[src/hw/mgmt_pkg.sv]
// Notes on behaviour
// RULE_01: Management clock from the controller stays at or below 12.5 MHz.
// RULE_02: A full frame opens with thirty-two ones before the start pattern.
// RULE_03: Frames without preamble are accepted; status bit 6 reads one.
// RULE_04: Start pattern 01 must be seen before the frame is decoded.
// RULE_05: Operation 10 reads a register, 01 writes one.
// RULE_06: Five-bit PHY address follows the operation, most significant bit first.
// RULE_07: All-zero PHY address is broadcast and always matches.
// RULE_08: Upper three PHY address bits are compared with the chip address straps.
// RULE_09: Lower two PHY address bits pick channel A, B, C or D.
// RULE_10: Five-bit register address follows, most significant bit first, thirty-two registers.
// RULE_11: On writes the controller drives turnaround as one then zero.
// RULE_12: On reads the device floats turnaround bit one and drives bit two low.
// RULE_13: Sixteen data bits travel from bit 15 down to bit 0.
// RULE_14: The controller sends each access as one uninterrupted frame.
// RULE_15: Four independent register copies exist, one per channel.
// RULE_16: Registers are sixteen bits and return to their listed reset values.
// RULE_17: Soft reset bit in any channel resets all channels, then clears itself.
// RULE_18: Data line sampled on clock rise; driven bits change just after a rise.
// RULE_19: Frames for other chip addresses are ignored and the line stays released.
// RULE_20: Outside read turnaround and data the data line stays released.
package mgmt_pkg;

  // Input pipeline and strap capture
  localparam int         SYNC_WIDTH          = 5;
  localparam logic [3:0] STRAP_SETTLE_CYCLES = 4'h8;

  // Frame field codes and lengths
  localparam logic [1:0] OP_READ         = 2'h2;
  localparam logic [1:0] OP_WRITE        = 2'h1;
  localparam logic [4:0] BROADCAST_ADDR  = 5'h00;
  localparam logic [4:0] OP_LAST         = 5'h01;
  localparam logic [4:0] ADDR_LAST       = 5'h04;
  localparam logic [4:0] TA_LAST         = 5'h01;
  localparam logic [4:0] DATA_LAST       = 5'h0F;
  localparam logic [4:0] SKIP_AFTER_OP   = 5'h1C;
  localparam logic [4:0] SKIP_AFTER_PHY  = 5'h17;

  // Register offsets
  localparam logic [4:0] REG_PHY_CONTROL   = 5'h00;
  localparam logic [4:0] REG_PHY_STATUS    = 5'h01;
  localparam logic [4:0] REG_IDENT_HIGH    = 5'h02;
  localparam logic [4:0] REG_IDENT_LOW     = 5'h03;
  localparam logic [4:0] REG_ADVERTISE     = 5'h04;
  localparam logic [4:0] REG_PARTNER       = 5'h05;
  localparam logic [4:0] REG_EXPANSION     = 5'h06;
  localparam logic [4:0] REG_NEXT_PAGE     = 5'h07;
  localparam logic [4:0] REG_DEVICE_STATUS = 5'h1C;
  localparam logic [4:0] REG_FAST_MODE     = 5'h1D;
  localparam logic [4:0] REG_SLOW_MODE     = 5'h1E;
  localparam logic [4:0] REG_QUICK_STATUS  = 5'h1F;

  // Reset values and field positions
  localparam logic [15:0] PHY_STATUS_VALUE    = 16'h7849;
  localparam int          STATUS_NO_PREAMBLE  = 6;
  localparam int          CONTROL_SOFT_RESET  = 15;
  localparam logic [15:0] READ_ZERO           = 16'h0000;

  // Stored registers per channel, in slot order
  localparam int          CHANNELS     = 4;
  localparam int          STORED_REGS  = 5;
  localparam logic [2:0]  SLOT_CONTROL = 3'h0;
  localparam logic [2:0]  SLOT_ADVERT  = 3'h1;
  localparam logic [2:0]  SLOT_NEXTPG  = 3'h2;
  localparam logic [2:0]  SLOT_FAST    = 3'h3;
  localparam logic [2:0]  SLOT_SLOW    = 3'h4;
  localparam logic [2:0]  SLOT_NONE    = 3'h7;
  localparam logic [15:0] SLOT_DEFAULT [0:4] =
    '{16'h3000, 16'h01E1, 16'h0000, 16'h1080, 16'h0000};
  localparam logic [15:0] SLOT_WRITE_MASK [0:4] =
    '{16'h7D80, 16'hFFFF, 16'hFFFF, 16'hFFFF, 16'hFFFF};

  typedef enum logic [2:0] {
    FRAME_HUNT  = 3'h0,
    FRAME_START = 3'h1,
    FRAME_OP    = 3'h2,
    FRAME_PHYAD = 3'h3,
    FRAME_REGAD = 3'h4,
    FRAME_TA    = 3'h5,
    FRAME_DATA  = 3'h6,
    FRAME_SKIP  = 3'h7
  } frame_state_t;

endpackage

[src/hw/mgmt_bank_if.sv]
// Access strobes between frame decoder and register bank
interface mgmt_bank_if;
  logic        wr_en;
  logic        rd_en;
  logic [1:0]  channel;
  logic [4:0]  reg_addr;
  logic [15:0] wr_data;
  logic [15:0] rd_data;

  modport frame (output wr_en, output rd_en, output channel, output reg_addr,
                 output wr_data, input rd_data);
  modport bank  (input wr_en, input rd_en, input channel, input reg_addr,
                 input wr_data, output rd_data);
endinterface

[src/hw/quad_phy_mgmt_serial_port.sv]
module quad_phy_mgmt_serial_port
  import mgmt_pkg::*;
(
  input  wire logic       core_clk,
  input  wire logic       resetn,
  input  wire logic       mdc,
  input  wire logic       mdio_in,
  output logic            mdio_out,
  output logic            mdio_oe,
  input  wire logic [2:0] chip_address_straps
);

  // Reset release pipeline
  logic [1:0] rst_pipe;
  wire        rst_n;

  // Synchronised pins
  wire  [SYNC_WIDTH-1:0] pin_raw;
  logic [SYNC_WIDTH-1:0] pin_sync;
  wire                   mdc_level;
  wire                   mdio_level;
  wire  [2:0]            strap_level;

  // Strap capture
  logic [3:0] strap_count;
  logic       straps_ready;
  logic [2:0] chip_addr;

  // Clock edge detection
  logic mdc_prev;
  wire  mdc_rise;

  // Frame decoder state
  frame_state_t state;
  frame_state_t next_state;
  logic [4:0]   bit_cnt;
  logic [4:0]   next_bit_cnt;
  logic [15:0]  rx_shift;
  wire  [15:0]  shifted;
  logic         is_read;
  logic         next_is_read;
  logic [1:0]   channel;
  logic [1:0]   next_channel;
  logic [4:0]   reg_addr;
  logic [4:0]   next_reg_addr;
  logic         next_rd_en;
  logic         next_wr_en;

  // Address decode
  wire        addr_broadcast;
  wire        addr_local;
  wire        addr_match;
  wire [1:0]  op_code;
  wire        op_valid;

  // Read drive path
  logic [15:0] tx_shift;
  wire         ta_first_end;
  wire         ta_second_end;
  wire         data_bit_end;
  wire         data_last_end;

  mgmt_bank_if bank_bus ();

  // Release reset synchronously to the core clock
  always_ff @(posedge core_clk or negedge resetn)
  begin
    if (!resetn)
      rst_pipe <= 2'h0;
    else
      rst_pipe <= {rst_pipe[0], 1'b1};
  end

  assign rst_n = rst_pipe[1];

  // Clock, data and straps arrive from outside the core clock domain
  assign pin_raw = {chip_address_straps, mdio_in, mdc};

  mgmt_input_sync #(
    .WIDTH (SYNC_WIDTH)
  ) pin_sync_inst (
    .clk      (core_clk),
    .rst_n    (rst_n),
    .async_in (pin_raw),
    .sync_out (pin_sync)
  );

  assign mdc_level   = pin_sync[0];
  assign mdio_level  = pin_sync[1];
  assign strap_level = pin_sync[4:2];

  // Latch straps once the pipeline has settled after reset
  always_ff @(posedge core_clk or negedge rst_n)
  begin
    if (!rst_n)
    begin
      strap_count  <= 4'h0;
      straps_ready <= 1'b0;
      chip_addr    <= 3'h0;
    end
    else if (!straps_ready)
    begin
      strap_count <= strap_count + 4'h1;
      if (strap_count == STRAP_SETTLE_CYCLES)
      begin
        straps_ready <= 1'b1;
        chip_addr    <= strap_level;
      end
    end
  end

  // Rising management clock edges, held off until straps are known
  always_ff @(posedge core_clk or negedge rst_n)
  begin
    if (!rst_n)
      mdc_prev <= 1'b0;
    else
      mdc_prev <= mdc_level;
  end

  assign mdc_rise = mdc_level && !mdc_prev && straps_ready; // [RULE_18]

  // Field decode from the bits collected so far
  assign shifted        = {rx_shift[14:0], mdio_level}; // [RULE_18]
  assign op_code        = shifted[1:0];
  assign op_valid       = (op_code == OP_READ) || (op_code == OP_WRITE); // [RULE_05]
  assign addr_broadcast = (shifted[4:0] == BROADCAST_ADDR); // [RULE_07]
  assign addr_local     = (shifted[4:2] == chip_addr); // [RULE_08]
  assign addr_match     = addr_broadcast || addr_local;

  // Frame walk, advanced once per management clock rise
  always_comb
  begin
    next_state    = state;
    next_bit_cnt  = bit_cnt;
    next_is_read  = is_read;
    next_channel  = channel;
    next_reg_addr = reg_addr;
    next_rd_en    = 1'b0;
    next_wr_en    = 1'b0;
    if (mdc_rise)
    begin
      case (state)
        FRAME_HUNT:
        begin
          // Preamble ones are skipped; the first zero opens the start pattern
          if (!mdio_level)
            next_state = FRAME_START; // [RULE_02] [RULE_03]
        end
        FRAME_START:
        begin
          // Zero then one; further zeros keep waiting for the one
          if (mdio_level)
          begin
            next_state   = FRAME_OP; // [RULE_04]
            next_bit_cnt = 5'h00;
          end
        end
        FRAME_OP:
        begin
          if (bit_cnt == OP_LAST)
          begin
            next_bit_cnt = 5'h00;
            next_is_read = (op_code == OP_READ); // [RULE_05]
            if (op_valid)
              next_state = FRAME_PHYAD;
            else
            begin
              next_state   = FRAME_SKIP;
              next_bit_cnt = SKIP_AFTER_OP;
            end
          end
          else
            next_bit_cnt = bit_cnt + 5'h01;
        end
        FRAME_PHYAD:
        begin
          if (bit_cnt == ADDR_LAST)
          begin
            next_channel = shifted[1:0]; // [RULE_06] [RULE_09]
            if (addr_match)
            begin
              next_state   = FRAME_REGAD;
              next_bit_cnt = 5'h00;
            end
            else
            begin
              next_state   = FRAME_SKIP; // [RULE_19]
              next_bit_cnt = SKIP_AFTER_PHY;
            end
          end
          else
            next_bit_cnt = bit_cnt + 5'h01;
        end
        FRAME_REGAD:
        begin
          if (bit_cnt == ADDR_LAST)
          begin
            next_reg_addr = shifted[4:0]; // [RULE_10]
            next_rd_en    = is_read;
            next_state    = FRAME_TA;
            next_bit_cnt  = 5'h00;
          end
          else
            next_bit_cnt = bit_cnt + 5'h01;
        end
        FRAME_TA:
        begin
          // Write turnaround bits are taken as sent and not checked
          if (bit_cnt == TA_LAST)
          begin
            next_state   = FRAME_DATA; // [RULE_11]
            next_bit_cnt = 5'h00;
          end
          else
            next_bit_cnt = bit_cnt + 5'h01;
        end
        FRAME_DATA:
        begin
          if (bit_cnt == DATA_LAST)
          begin
            next_wr_en   = !is_read; // [RULE_13]
            next_state   = FRAME_HUNT;
            next_bit_cnt = 5'h00;
          end
          else
            next_bit_cnt = bit_cnt + 5'h01;
        end
        FRAME_SKIP:
        begin
          // Rest of a foreign or malformed frame passes unseen
          if (bit_cnt == 5'h01)
          begin
            next_state   = FRAME_HUNT; // [RULE_14]
            next_bit_cnt = 5'h00;
          end
          else
            next_bit_cnt = bit_cnt - 5'h01;
        end
        default:
        begin
          next_state   = FRAME_HUNT;
          next_bit_cnt = 5'h00;
        end
      endcase
    end
  end

  // Frame decoder registers
  always_ff @(posedge core_clk or negedge rst_n)
  begin
    if (!rst_n)
    begin
      state    <= FRAME_HUNT;
      bit_cnt  <= 5'h00;
      is_read  <= 1'b0;
      channel  <= 2'h0;
      reg_addr <= 5'h00;
    end
    else
    begin
      state    <= next_state;
      bit_cnt  <= next_bit_cnt;
      is_read  <= next_is_read;
      channel  <= next_channel;
      reg_addr <= next_reg_addr;
    end
  end

  // Incoming bit shifter, most significant bit first
  always_ff @(posedge core_clk or negedge rst_n)
  begin
    if (!rst_n)
      rx_shift <= 16'h0000;
    else if (mdc_rise)
      rx_shift <= shifted; // [RULE_13]
  end

  // One-cycle access strobes toward the register bank
  always_ff @(posedge core_clk or negedge rst_n)
  begin
    if (!rst_n)
    begin
      bank_bus.rd_en   <= 1'b0;
      bank_bus.wr_en   <= 1'b0;
      bank_bus.wr_data <= 16'h0000;
    end
    else
    begin
      bank_bus.rd_en <= next_rd_en;
      bank_bus.wr_en <= next_wr_en; // [RULE_05]
      if (next_wr_en)
        bank_bus.wr_data <= shifted;
    end
  end

  // Address lines follow the decoded fields
  assign bank_bus.channel  = channel; // [RULE_15]
  assign bank_bus.reg_addr = reg_addr;

  mgmt_register_bank bank_inst (
    .clk   (core_clk),
    .rst_n (rst_n),
    .bus   (bank_bus)
  );

  // Rises that close each read bit time
  assign ta_first_end  = mdc_rise && (state == FRAME_TA) && (bit_cnt == 5'h00);
  assign ta_second_end = mdc_rise && (state == FRAME_TA) && (bit_cnt == TA_LAST);
  assign data_bit_end  = mdc_rise && (state == FRAME_DATA) && (bit_cnt != DATA_LAST);
  assign data_last_end = mdc_rise && (state == FRAME_DATA) && (bit_cnt == DATA_LAST);

  // Read drive: float first turnaround, zero second, then data bits
  always_ff @(posedge core_clk or negedge rst_n)
  begin
    if (!rst_n)
    begin
      mdio_out <= 1'b0;
      mdio_oe  <= 1'b0;
      tx_shift <= 16'h0000;
    end
    else if (ta_first_end)
    begin
      mdio_out <= 1'b0; // [RULE_12]
      mdio_oe  <= is_read;
      tx_shift <= bank_bus.rd_data;
    end
    // Writes never shift a bit out, so a released line keeps its output low
    else if ((ta_second_end || data_bit_end) && is_read)
    begin
      mdio_out <= tx_shift[15]; // [RULE_13] [RULE_18] [RULE_20]
      tx_shift <= {tx_shift[14:0], 1'b0};
    end
    else if (data_last_end || (state != FRAME_TA && state != FRAME_DATA))
    begin
      mdio_out <= 1'b0; // [RULE_20]
      mdio_oe  <= 1'b0;
    end
  end

endmodule

[src/hw/mgmt_input_sync.sv]
module mgmt_input_sync
  import mgmt_pkg::*;
#(
  parameter int WIDTH = 1
)
(
  input  wire logic             clk,
  input  wire logic             rst_n,
  input  wire logic [WIDTH-1:0] async_in,
  output logic      [WIDTH-1:0] sync_out
);

  logic [WIDTH-1:0] stage1;
  logic [WIDTH-1:0] stage2;
  logic [WIDTH-1:0] stage3;
  logic [WIDTH-1:0] next_sync_out;

  // Output follows only where second and third stages agree
  assign next_sync_out = (stage2 & stage3) | (sync_out & (stage2 ^ stage3));

  // Three-stage pipeline
  always_ff @(posedge clk or negedge rst_n)
  begin
    if (!rst_n)
    begin
      stage1   <= '0;
      stage2   <= '0;
      stage3   <= '0;
      sync_out <= '0;
    end
    else
    begin
      stage1   <= async_in;
      stage2   <= stage1;
      stage3   <= stage2;
      sync_out <= next_sync_out;
    end
  end

endmodule

[src/hw/mgmt_register_bank.sv]
module mgmt_register_bank
  import mgmt_pkg::*;
#(
  parameter logic [15:0] IDENT_HIGH = 16'h0A5A, // Arbitrary identity value
  parameter logic [15:0] IDENT_LOW  = 16'h5A00  // Arbitrary identity value
)
(
  input  wire logic  clk,
  input  wire logic  rst_n,
  mgmt_bank_if.bank  bus
);

  logic [15:0] store [0:CHANNELS-1][0:STORED_REGS-1];
  wire  [2:0]  slot;
  wire         is_stored;
  wire         soft_reset;
  wire  [15:0] fixed_value;
  wire  [15:0] read_value;

  // Register offset to storage slot
  assign slot = (bus.reg_addr == REG_PHY_CONTROL) ? SLOT_CONTROL :
                (bus.reg_addr == REG_ADVERTISE)   ? SLOT_ADVERT  :
                (bus.reg_addr == REG_NEXT_PAGE)   ? SLOT_NEXTPG  :
                (bus.reg_addr == REG_FAST_MODE)   ? SLOT_FAST    :
                (bus.reg_addr == REG_SLOW_MODE)   ? SLOT_SLOW    : SLOT_NONE;
  assign is_stored  = (slot != SLOT_NONE);
  assign soft_reset = bus.wr_en && (slot == SLOT_CONTROL)
                      && bus.wr_data[CONTROL_SOFT_RESET]; // [RULE_17]

  // Read-only and reserved registers
  assign fixed_value = (bus.reg_addr == REG_PHY_STATUS) ? PHY_STATUS_VALUE : // [RULE_03]
                       (bus.reg_addr == REG_IDENT_HIGH) ? IDENT_HIGH :
                       (bus.reg_addr == REG_IDENT_LOW)  ? IDENT_LOW  : READ_ZERO;
  assign read_value  = is_stored ? store[bus.channel][slot] : fixed_value; // [RULE_15]

  // Per-channel storage with shared soft reset
  always_ff @(posedge clk or negedge rst_n)
  begin
    if (!rst_n)
    begin
      for (int c = 0; c < CHANNELS; c++)
        for (int s = 0; s < STORED_REGS; s++)
          store[c][s] <= SLOT_DEFAULT[s]; // [RULE_16]
    end
    else if (soft_reset)
    begin
      for (int c = 0; c < CHANNELS; c++)
        for (int s = 0; s < STORED_REGS; s++)
          store[c][s] <= SLOT_DEFAULT[s]; // [RULE_17]
    end
    else if (bus.wr_en && is_stored)
    begin
      store[bus.channel][slot] <= bus.wr_data & SLOT_WRITE_MASK[slot]; // [RULE_15]
    end
  end

  // Registered read data
  always_ff @(posedge clk or negedge rst_n)
  begin
    if (!rst_n)
      bus.rd_data <= READ_ZERO;
    else if (bus.rd_en)
      bus.rd_data <= read_value; // [RULE_16]
  end

endmodule

[config.mk]
export PLATFORM = sky130hd
export DESIGN_NAME = quad_phy_mgmt_serial_port
export DESIGN_NICKNAME = d
export VERILOG_FILES = /design/src/hw/mgmt_pkg.sv /design/src/hw/mgmt_bank_if.sv /design/src/hw/quad_phy_mgmt_serial_port.sv /design/src/hw/mgmt_input_sync.sv /design/src/hw/mgmt_register_bank.sv
export SDC_FILE = /design/constraint.sdc
export NUM_CORES = 1
export LEC_CHECK = 0
export BUFFER_PORTS_ARGS = -buffer_cell sky130_fd_sc_hd__clkbuf_2
export CAP_MARGIN = 10
export CORE_ASPECT_RATIO = 2
export CORE_MARGIN = 2
export CORE_UTILIZATION = 45
export DETAILED_ROUTE_END_ITERATION = 8
export PLACE_DENSITY_LB_ADDON = 0.1
export SYNTH_ARGS = -nofsm -noshare
export SYNTH_HDL_FRONTEND = slang
export SYNTH_SLANG_ARGS = --single-unit
[constraint.sdc]
create_clock -name core_clk -period 27.4 [get_ports core_clk]
set_input_delay 1.37 -clock core_clk [delete_from_list [all_inputs] [get_ports core_clk]]
set_output_delay 1.37 -clock core_clk [all_outputs]
set_load 0.02 [all_outputs]
## After elaboration in Yosys (flattened, before gate mapping)

Memory sizes are Yosys's and may differ from the RTL's.
Cells that the tools add are included.

| cells by class | value |
|---|---|
| $add $sub $neg | 3 |
| $lt $le $gt $ge | 4 |
| equal/unequal tests | 34 |
| mux-type cells | 60 |
| bitwise gates (word level) | 8 |
| reduce and logical (&&, ||, !) cells | 38 |

Operator list:

| kind | count |
|---|---|
| 2-to-1 mux 320 bit | 2 |
| bitwise mux 320 bit | 1 |
| 2-to-1 mux 80 bit | 3 |
| binary-select mux 80 bit (select 2 bit) | 1 |
| demux 80 bit (select 2 bit) | 1 |
| 2-to-1 mux 16 bit | 10 |
| binary-select mux 16 bit (select 3 bit) | 1 |
| demux 16 bit (select 3 bit) | 1 |
| 2-to-1 mux 5 bit | 9 |
| 2-to-1 mux 3 bit | 13 |
| case mux 5 bit (7 select lines) | 1 |
| case mux 3 bit (8 select lines) | 1 |
| bitwise AND 16 bit | 1 |
| == test 5 x 3 -> 1 bit, second input constant | 3 |
| logical AND 1 bit | 15 |
| logical NOT 5 bit | 3 |
| 2-to-1 mux 15 bit | 1 |
| != test 2 bit, second input constant | 7 |
| 2-to-1 mux 1 bit | 13 |
| == test 3 bit, second input constant | 4 |
| AND reduction 3 bit | 4 |
| bitwise AND 5 bit | 2 |
| == test 5 x 1 -> 1 bit, second input constant | 2 |
| == test 5 x 2 -> 1 bit, second input constant | 2 |
| other kinds (32) | 46 |

| storage, ports and cells | value |
|---|---|
| flip-flop bits (word level) | 434 |
| memory bits (read-only) | 128 |
| input bits | 7 |
| output and inout port bits | 2 |
| logic and storage cells | 190 |
| memories kept | 1 |

Memories:

| name | words | width | rd ports | clocked after Yosys merged registers in | write ports | RTL line | RTL |
|---|---|---|---|---|---|---|---|
| (no name shown) | 8 | 16 | 1 | 0 | 0 | mgmt_register_bank.sv:53 | `store[bus.channel][slot] <= bus.wr_data & SLOT_WRITE_MASK[slot];` |

## Logic depth before layout (Yosys ltp)

| depth | value |
|---|---|
| word-level depth | 16 |
| gate-level depth with buffers | 10 |
| gate-level depth less buffers | 8 |

## By module

A second synthesis with hierarchy kept.

| unflattened totals | value |
|---|---|
| cells, all modules | 1,844 |
| area, all modules | 20,460.9 um^2 |

By module, submodules not included:

| module | instances | cells an instance | area an instance (um^2) |
|---|---|---|---|
| mgmt_register_bank | 1 | 1,435 | 15,931.5 |
| quad_phy_mgmt_serial_port | 1 | 379 | 3,928.8 |
| mgmt_input_sync | 1 | 30 | 600.6 |

## Least setup slack after synthesis

Ideal clock, no wire load.

| timing | value |
|---|---|
| path kind | reg2reg |
| start | register bit_cnt[1] |
| end | register state[2] |
| setup time | 0.128 ns |
| data arrival time | 2.123 ns |
| data required time | 27.272 ns |
| setup slack | 25.149 ns |
| cell stages (with the launch flop) | 9 |
| buffers on the path | 0 |
| clock period less this slack | 2.251 ns |
| path through | dfrtp_1 -> inv_1 -> ha_1 -> or4b_4 -> mux2_4 -> a31oi_4 -> nand3_2 -> nor2_1 -> mux2_1 |

| on the way | value |
|---|---|
| word-level cells in the longest chain between the ends | 3 |
| elaborated cells between the ends (all ways) | 10 |
| those cells by class | eq/ne (9); reduce/logical (1) |

RTL lines:

| item | RTL line | RTL |
|---|---|---|
| from (decl) | quad_phy_mgmt_serial_port.sv:36 | `logic [4:0] bit_cnt;` |
| from (signal assigned) | quad_phy_mgmt_serial_port.sv:263 | `bit_cnt <= next_bit_cnt;` |
| == test 5 x 4 -> 1 bit, or another cell as far along | quad_phy_mgmt_serial_port.sv:220 | `if (bit_cnt == DATA_LAST)` |
| != test 2 x 1 -> 1 bit (no source line) / != test 2 bit (equally long branches) | -- |  |
| AND reduction 9 bit (no source line) (*) | -- |  |
| to (signal assigned) | quad_phy_mgmt_serial_port.sv:262 | `state <= next_state;` |
| to (decl) | quad_phy_mgmt_serial_port.sv:34 | `frame_state_t state;` |

Mark *: on every way between the ends. The rest lies on a longest branch, timed or not.
A chain may end at the register's enable or synchronous reset.

## Worst setup path after layout

| timing | value |
|---|---|
| start | register reg_addr[0], in the netlist bank_bus.reg_addr[0] |
| end | register bank_inst.store[168] in the netlist's numbering |

| on the way | value |
|---|---|
| word-level cells in the longest chain between the ends | 16 |
| elaborated cells between the ends (all ways) | 31 |
| those cells by class | order compare (2); eq/ne (5); mux (14); bitwise (2); reduce/logical (7); memory (1) |

RTL lines:

| item | RTL line | RTL |
|---|---|---|
| from (decl) | quad_phy_mgmt_serial_port.sv:44 | `logic [4:0] reg_addr;` |
| from (signal assigned) | quad_phy_mgmt_serial_port.sv:266 | `reg_addr <= next_reg_addr;` |
| == test 5 bit | mgmt_register_bank.sv:25 | `(bus.reg_addr == REG_SLOW_MODE) ? SLOT_SLOW : SLOT_NONE;` |
| 2-to-1 mux 2 bit | mgmt_register_bank.sv:25 |  |
| 2-to-1 mux 3 bit | mgmt_register_bank.sv:24 | `(bus.reg_addr == REG_FAST_MODE) ? SLOT_FAST :` |
| 2-to-1 mux 3 bit | mgmt_register_bank.sv:23 | `(bus.reg_addr == REG_NEXT_PAGE) ? SLOT_NEXTPG :` |
| 2-to-1 mux 3 bit | mgmt_register_bank.sv:22 | `(bus.reg_addr == REG_ADVERTISE) ? SLOT_ADVERT :` |
| 2-to-1 mux 3 bit (*) | mgmt_register_bank.sv:21 | `assign slot = (bus.reg_addr == REG_PHY_CONTROL) ? SLOT_CONTROL :` |
| NOT 3 -> 4 bit (not written as such) | mgmt_register_bank.sv:53 |  |
| >= comparator 4 bit (not written as such) / less-than comparator 4 x 1 -> 1 bit (equally long branches) | mgmt_register_bank.sv:53 |  |
| logical AND 1 bit (not written as such) | mgmt_register_bank.sv:53 |  |
| 2-to-1 mux 16 bit (not written as such) | mgmt_register_bank.sv:53 |  |
| demux 16 bit (select 3 bit) | mgmt_register_bank.sv:53 |  |
| 2-to-1 mux 80 bit (not written as such) | mgmt_register_bank.sv:53 |  |
| demux 80 bit (select 2 bit) | mgmt_register_bank.sv:53 |  |
| bitwise mux 320 bit | mgmt_register_bank.sv:53 |  |
| 2-to-1 mux 320 bit | mgmt_register_bank.sv:51 | `else if (bus.wr_en && is_stored)` |
| 2-to-1 mux 320 bit | mgmt_register_bank.sv:45 | `else if (soft_reset)` |
| to (signal, indexed assignment) | mgmt_register_bank.sv:43 | `store[c][s] <= SLOT_DEFAULT[s];` |
| to (signal, indexed assignment) | mgmt_register_bank.sv:49 | `store[c][s] <= SLOT_DEFAULT[s];` |
| to (signal, indexed assignment) | mgmt_register_bank.sv:53 |  |
| to (decl) | mgmt_register_bank.sv:13 | `logic [15:0] store [0:CHANNELS-1][0:STORED_REGS-1];` |

Mark *: on every way between the ends. The rest lies on a longest branch, timed or not. The select of a mux whose other input is x is not followed.

==> key figures <==
Outcome
  – Status: complete, no violations

Critical path
  – CP Cell Sequence: or4_1, nor2_4, nand3_4, buf_4, buf_4, nand2_1, o21ai_0
  – Data arrival time of the critical path: 4.74 ns
  – CP max-delay cell: or4_1
  – Critical Path RT: 27.80 ns
  – Worst path top cell family by delay: simple AND/OR/NAND/NOR gates
  – Setup CP Type: reg2reg
  – Crit path buffers/inverters: 2
  – Crit path top cell by count: buf_4
  – Setup crit start kind: register
  – Worst Path Max Fanout: 116
  – Worst stage delay on the critical path: 0.74 ns
  – CP Capture Type: register

Logic synthesis
  – Syn_nets: 1893
  – Mapped Cells: 1872
  – Cell variety after synth: 69
  – Number of synthesized register bits: 434
  – Asr flop ratio synth: 100%
  – Top cells by area, synth: dfrtp_1 (50%), mux4_2 (9.0%), nand2_1 (6.9%)
  – YS warnings: 0
  – Mapped Avg Cell Area: 10.6 µm²
  – EDFF count, synth: 0
  – Most used flip-flop cell after synthesis: dfrtp_1
  – Cell taking the most area after synthesis: dfrtp_1
  – Register area share after synthesis: 54.7%
  – Top cell type's share of synthesized area: 50.0%
  – Post-synthesis cell area: 0.0199 mm²

Clocking
  – Resized Gates After CTS: 0
  – # clock sinks: 434
  – Hold Buf Count CTS: 0
  – Post-CTS setup repair buffer count: 0
  – CTS clock-pin slew for the worst setup and hold paths: 0.06 ns
  – Clock root buffer: clkbuf_16
  – Clock tree from TritonCTS: built
  – Clock Path Buffers: 3
  – Clock insertion delay at the later pin of the skew report: 0.55 ns
  – Number of H-tree levels: 2
  – CTS Buf Count: 42

Run
  – Maxcap violations: 0

Global routing
  – First-pass GRT wire length: 87000 µm
  – Gr ovfl total: 0
  – GRT Util Overall: 24.3%
  – Largest net degree at the start of global routing: 117
  – Initial antenna violation count: 0
  – Vias in the first global route: 14500

Floorplan
  – # rows: 109
  – Die W: 153 µm
  – Core ar.: 0.0439 mm²
  – Initial Utilization: 45.4%
  – I/O pin cnt: 9
  – Die Span Y: 302 µm
  – Die area: 0.0461 mm²

Layout
  – Utilization after layout: 49.1%
  – Most frequent cells in the layout: dfrtp_1 (395), nand2_1 (368), nand3_1 (199)
  – # diodes: 0
  – Post-synthesis to final-layout area growth: 8.25%
  – Post-layout nets: 1817
  – Filler instances: 3962
  – Layout cells sized above 1: 14.6%
  – Most common cell after layout, fill and taps aside: dfrtp_1

Min path
  – Hold/Removal Path Class: reg2reg

Detailed routing
  – Pre-antenna DRT Iters: 7
  – Antenna violation net count after detailed routing: 0
  – Drt total wl: 55200 µm
  – Iter 0 DRT Violations: 990
  – Vias per inst: 6.01
  – Number of remaining DRC errors: 0
  – Avg WL per Cell: 23.1 µm
  – Routed via count: 14300

Timing
  – Worst-margin pin slew: 1.19 ns
  – Fin Clk Skew: 0.0119 ns
  – FMAX: 0.230 GHz
  – Slew margin rel.: 20.9%
  – Setup TNS: 0 ns
  – Final Max Slew Viols: 0
  – Final WS setup: 23.06 ns
  – Unrepaired setup endpoints after global routing: false
  – Final setup violation count: 0
  – Final hold violations: 0
  – Final worst path period need: 4.34 ns
  – Final Cycle Share: 15.8%

Pwr
  – Maximum vdd drop: 0.0480 mV
  – PD cells: 67.5 mW/mm²
  – Total power draw: 1.46 mW
  – Pleak: 9.51 nW

Place
  – Pre-CTS WS: 23.22 ns
  – RD Place Congestion: 0.902
  – Post-DP HPWL: 35600 µm
  – Buffers added on ports: 8
==> sequential cells by signal, summed over array words and instances, names as in the netlist, 2 cells and up <==
name                    count
bank_bus.wr_data           16
pin_sync_inst.sync_out      5
bank_inst.store           320
bank_bus.reg_addr           5
state                       3
pin_sync_inst.stage3        5
rst_pipe                    2
rx_shift                   15
pin_sync_inst.stage2        5
bit_cnt                     5
pin_sync_inst.stage1        5
bank_inst.bus.rd_data      16
chip_addr                   3
tx_shift                   16
bank_bus.channel            2
strap_count                 4
==> layout make-up <==
| cell class | count | area (µm²) | share of cell area (%) |
|---|---|---|---|
| clock buffers | 67 | 1320 | 6.11 |
| clock inverters | 10 | 81.3 | 0.377 |
| inverters | 21 | 78.8 | 0.365 |
| multi-input cells | 1259 | 8220 | 38.1 |
| flip-flops and latches | 434 | 10900 | 50.6 |
| well taps | 555 | 694 | 3.22 |
| repair buffers | 38 | 265 | 1.23 |
==> logic make-up after synthesis <==
| kind of cell | after synthesis | share of synthesized area, % |
|---|---|---|
| fa+ha+maj | 14 | 0.879 |
| other cells | 1 | 0.0188 |
| xor+xnor | 10 | 0.439 |
| compound gates | 384 | 11.4 |
| buf+inv | 179 | 4.13 |
| flops | 434 | 54.7 |
| mux | 127 | 11.5 |
| simple gates | 723 | 17.0 |
==> worst paths after layout <==
check,from,endpoint,slack [ns],cells past startpoint
hold reg to reg,rst_pipe[0]$_DFF_PN0_,rst_pipe[1]$_DFF_PN0_,0.35,0
min in group asynchronous,rst_pipe[1]$_DFF_PN0_,bank_inst.store[122]$_DFFE_PN0P_,0.41,0
max in group asynchronous,rst_pipe[1]$_DFF_PN0_,bank_inst.store[72]$_DFFE_PN0P_,23.55,3
setup reg to reg,bank_bus.reg_addr[0]$_DFFE_PN0P_,bank_inst.store[168]$_DFFE_PN0P_,23.06,7
setup / recovery,bank_bus.reg_addr[0]$_DFFE_PN0P_,bank_inst.store[168]$_DFFE_PN0P_,23.06,7
hold / removal,rst_pipe[0]$_DFF_PN0_,rst_pipe[1]$_DFF_PN0_,0.35,0
==> synthesized netlist by cell type, drive strengths merged, types with 3 or more instances <==
library cell  number
inv               21
a21oi            103
a31oi              5
nor4b              3
mux4              80
xor2               3
nand2            371
a32o              29
nor4               4
nor3              14
a31o               5
mux2              16
a22oi              9
dfstp             36
o22ai             11
and2               4
dfrtp            398
buf               72
clkbuf            86
nand3            207
o211ai            10
o21ai            182
xnor2              7
mux2i             31
nand2b            10
a21o              13
nand3b             3
nand4              4
and3              46
ha                14
a22o              10
nor2              41
==> layer usage <==
| layer | GRT usage, % | wire length, µm |
|---|---|---|
| met1 | 31.3 | 22100 |
| met2 | 40.7 | 27500 |
| met3 | 3.52 | 2860 |
| met4 | 11.7 | 2760 |
| met5 | 0 | 0 |
==> power by group <==
group          internal [mW]  switching, mW  leakage (nW)
registers              0.659         0.0449          5.84
clock network          0.340          0.249         0.693
logic                 0.0654         0.0991          2.98
total                   1.06          0.393          9.51
==> per-stage QoR <==
step | cells | instance area [µm²] | hold WS [ns]
after floorplan | 1872 | 19900 | 0.331
after global placement | 2307 | 20200 | 0.334
after detailed placement | 2307 | 20200 | 0.335
after CTS | 2384 | 21600 | 0.353
after global routing | 2384 | 21600 | 0.354
final | 2384 | 21600 | 0.348
Power figures use the tool's default switching activity.
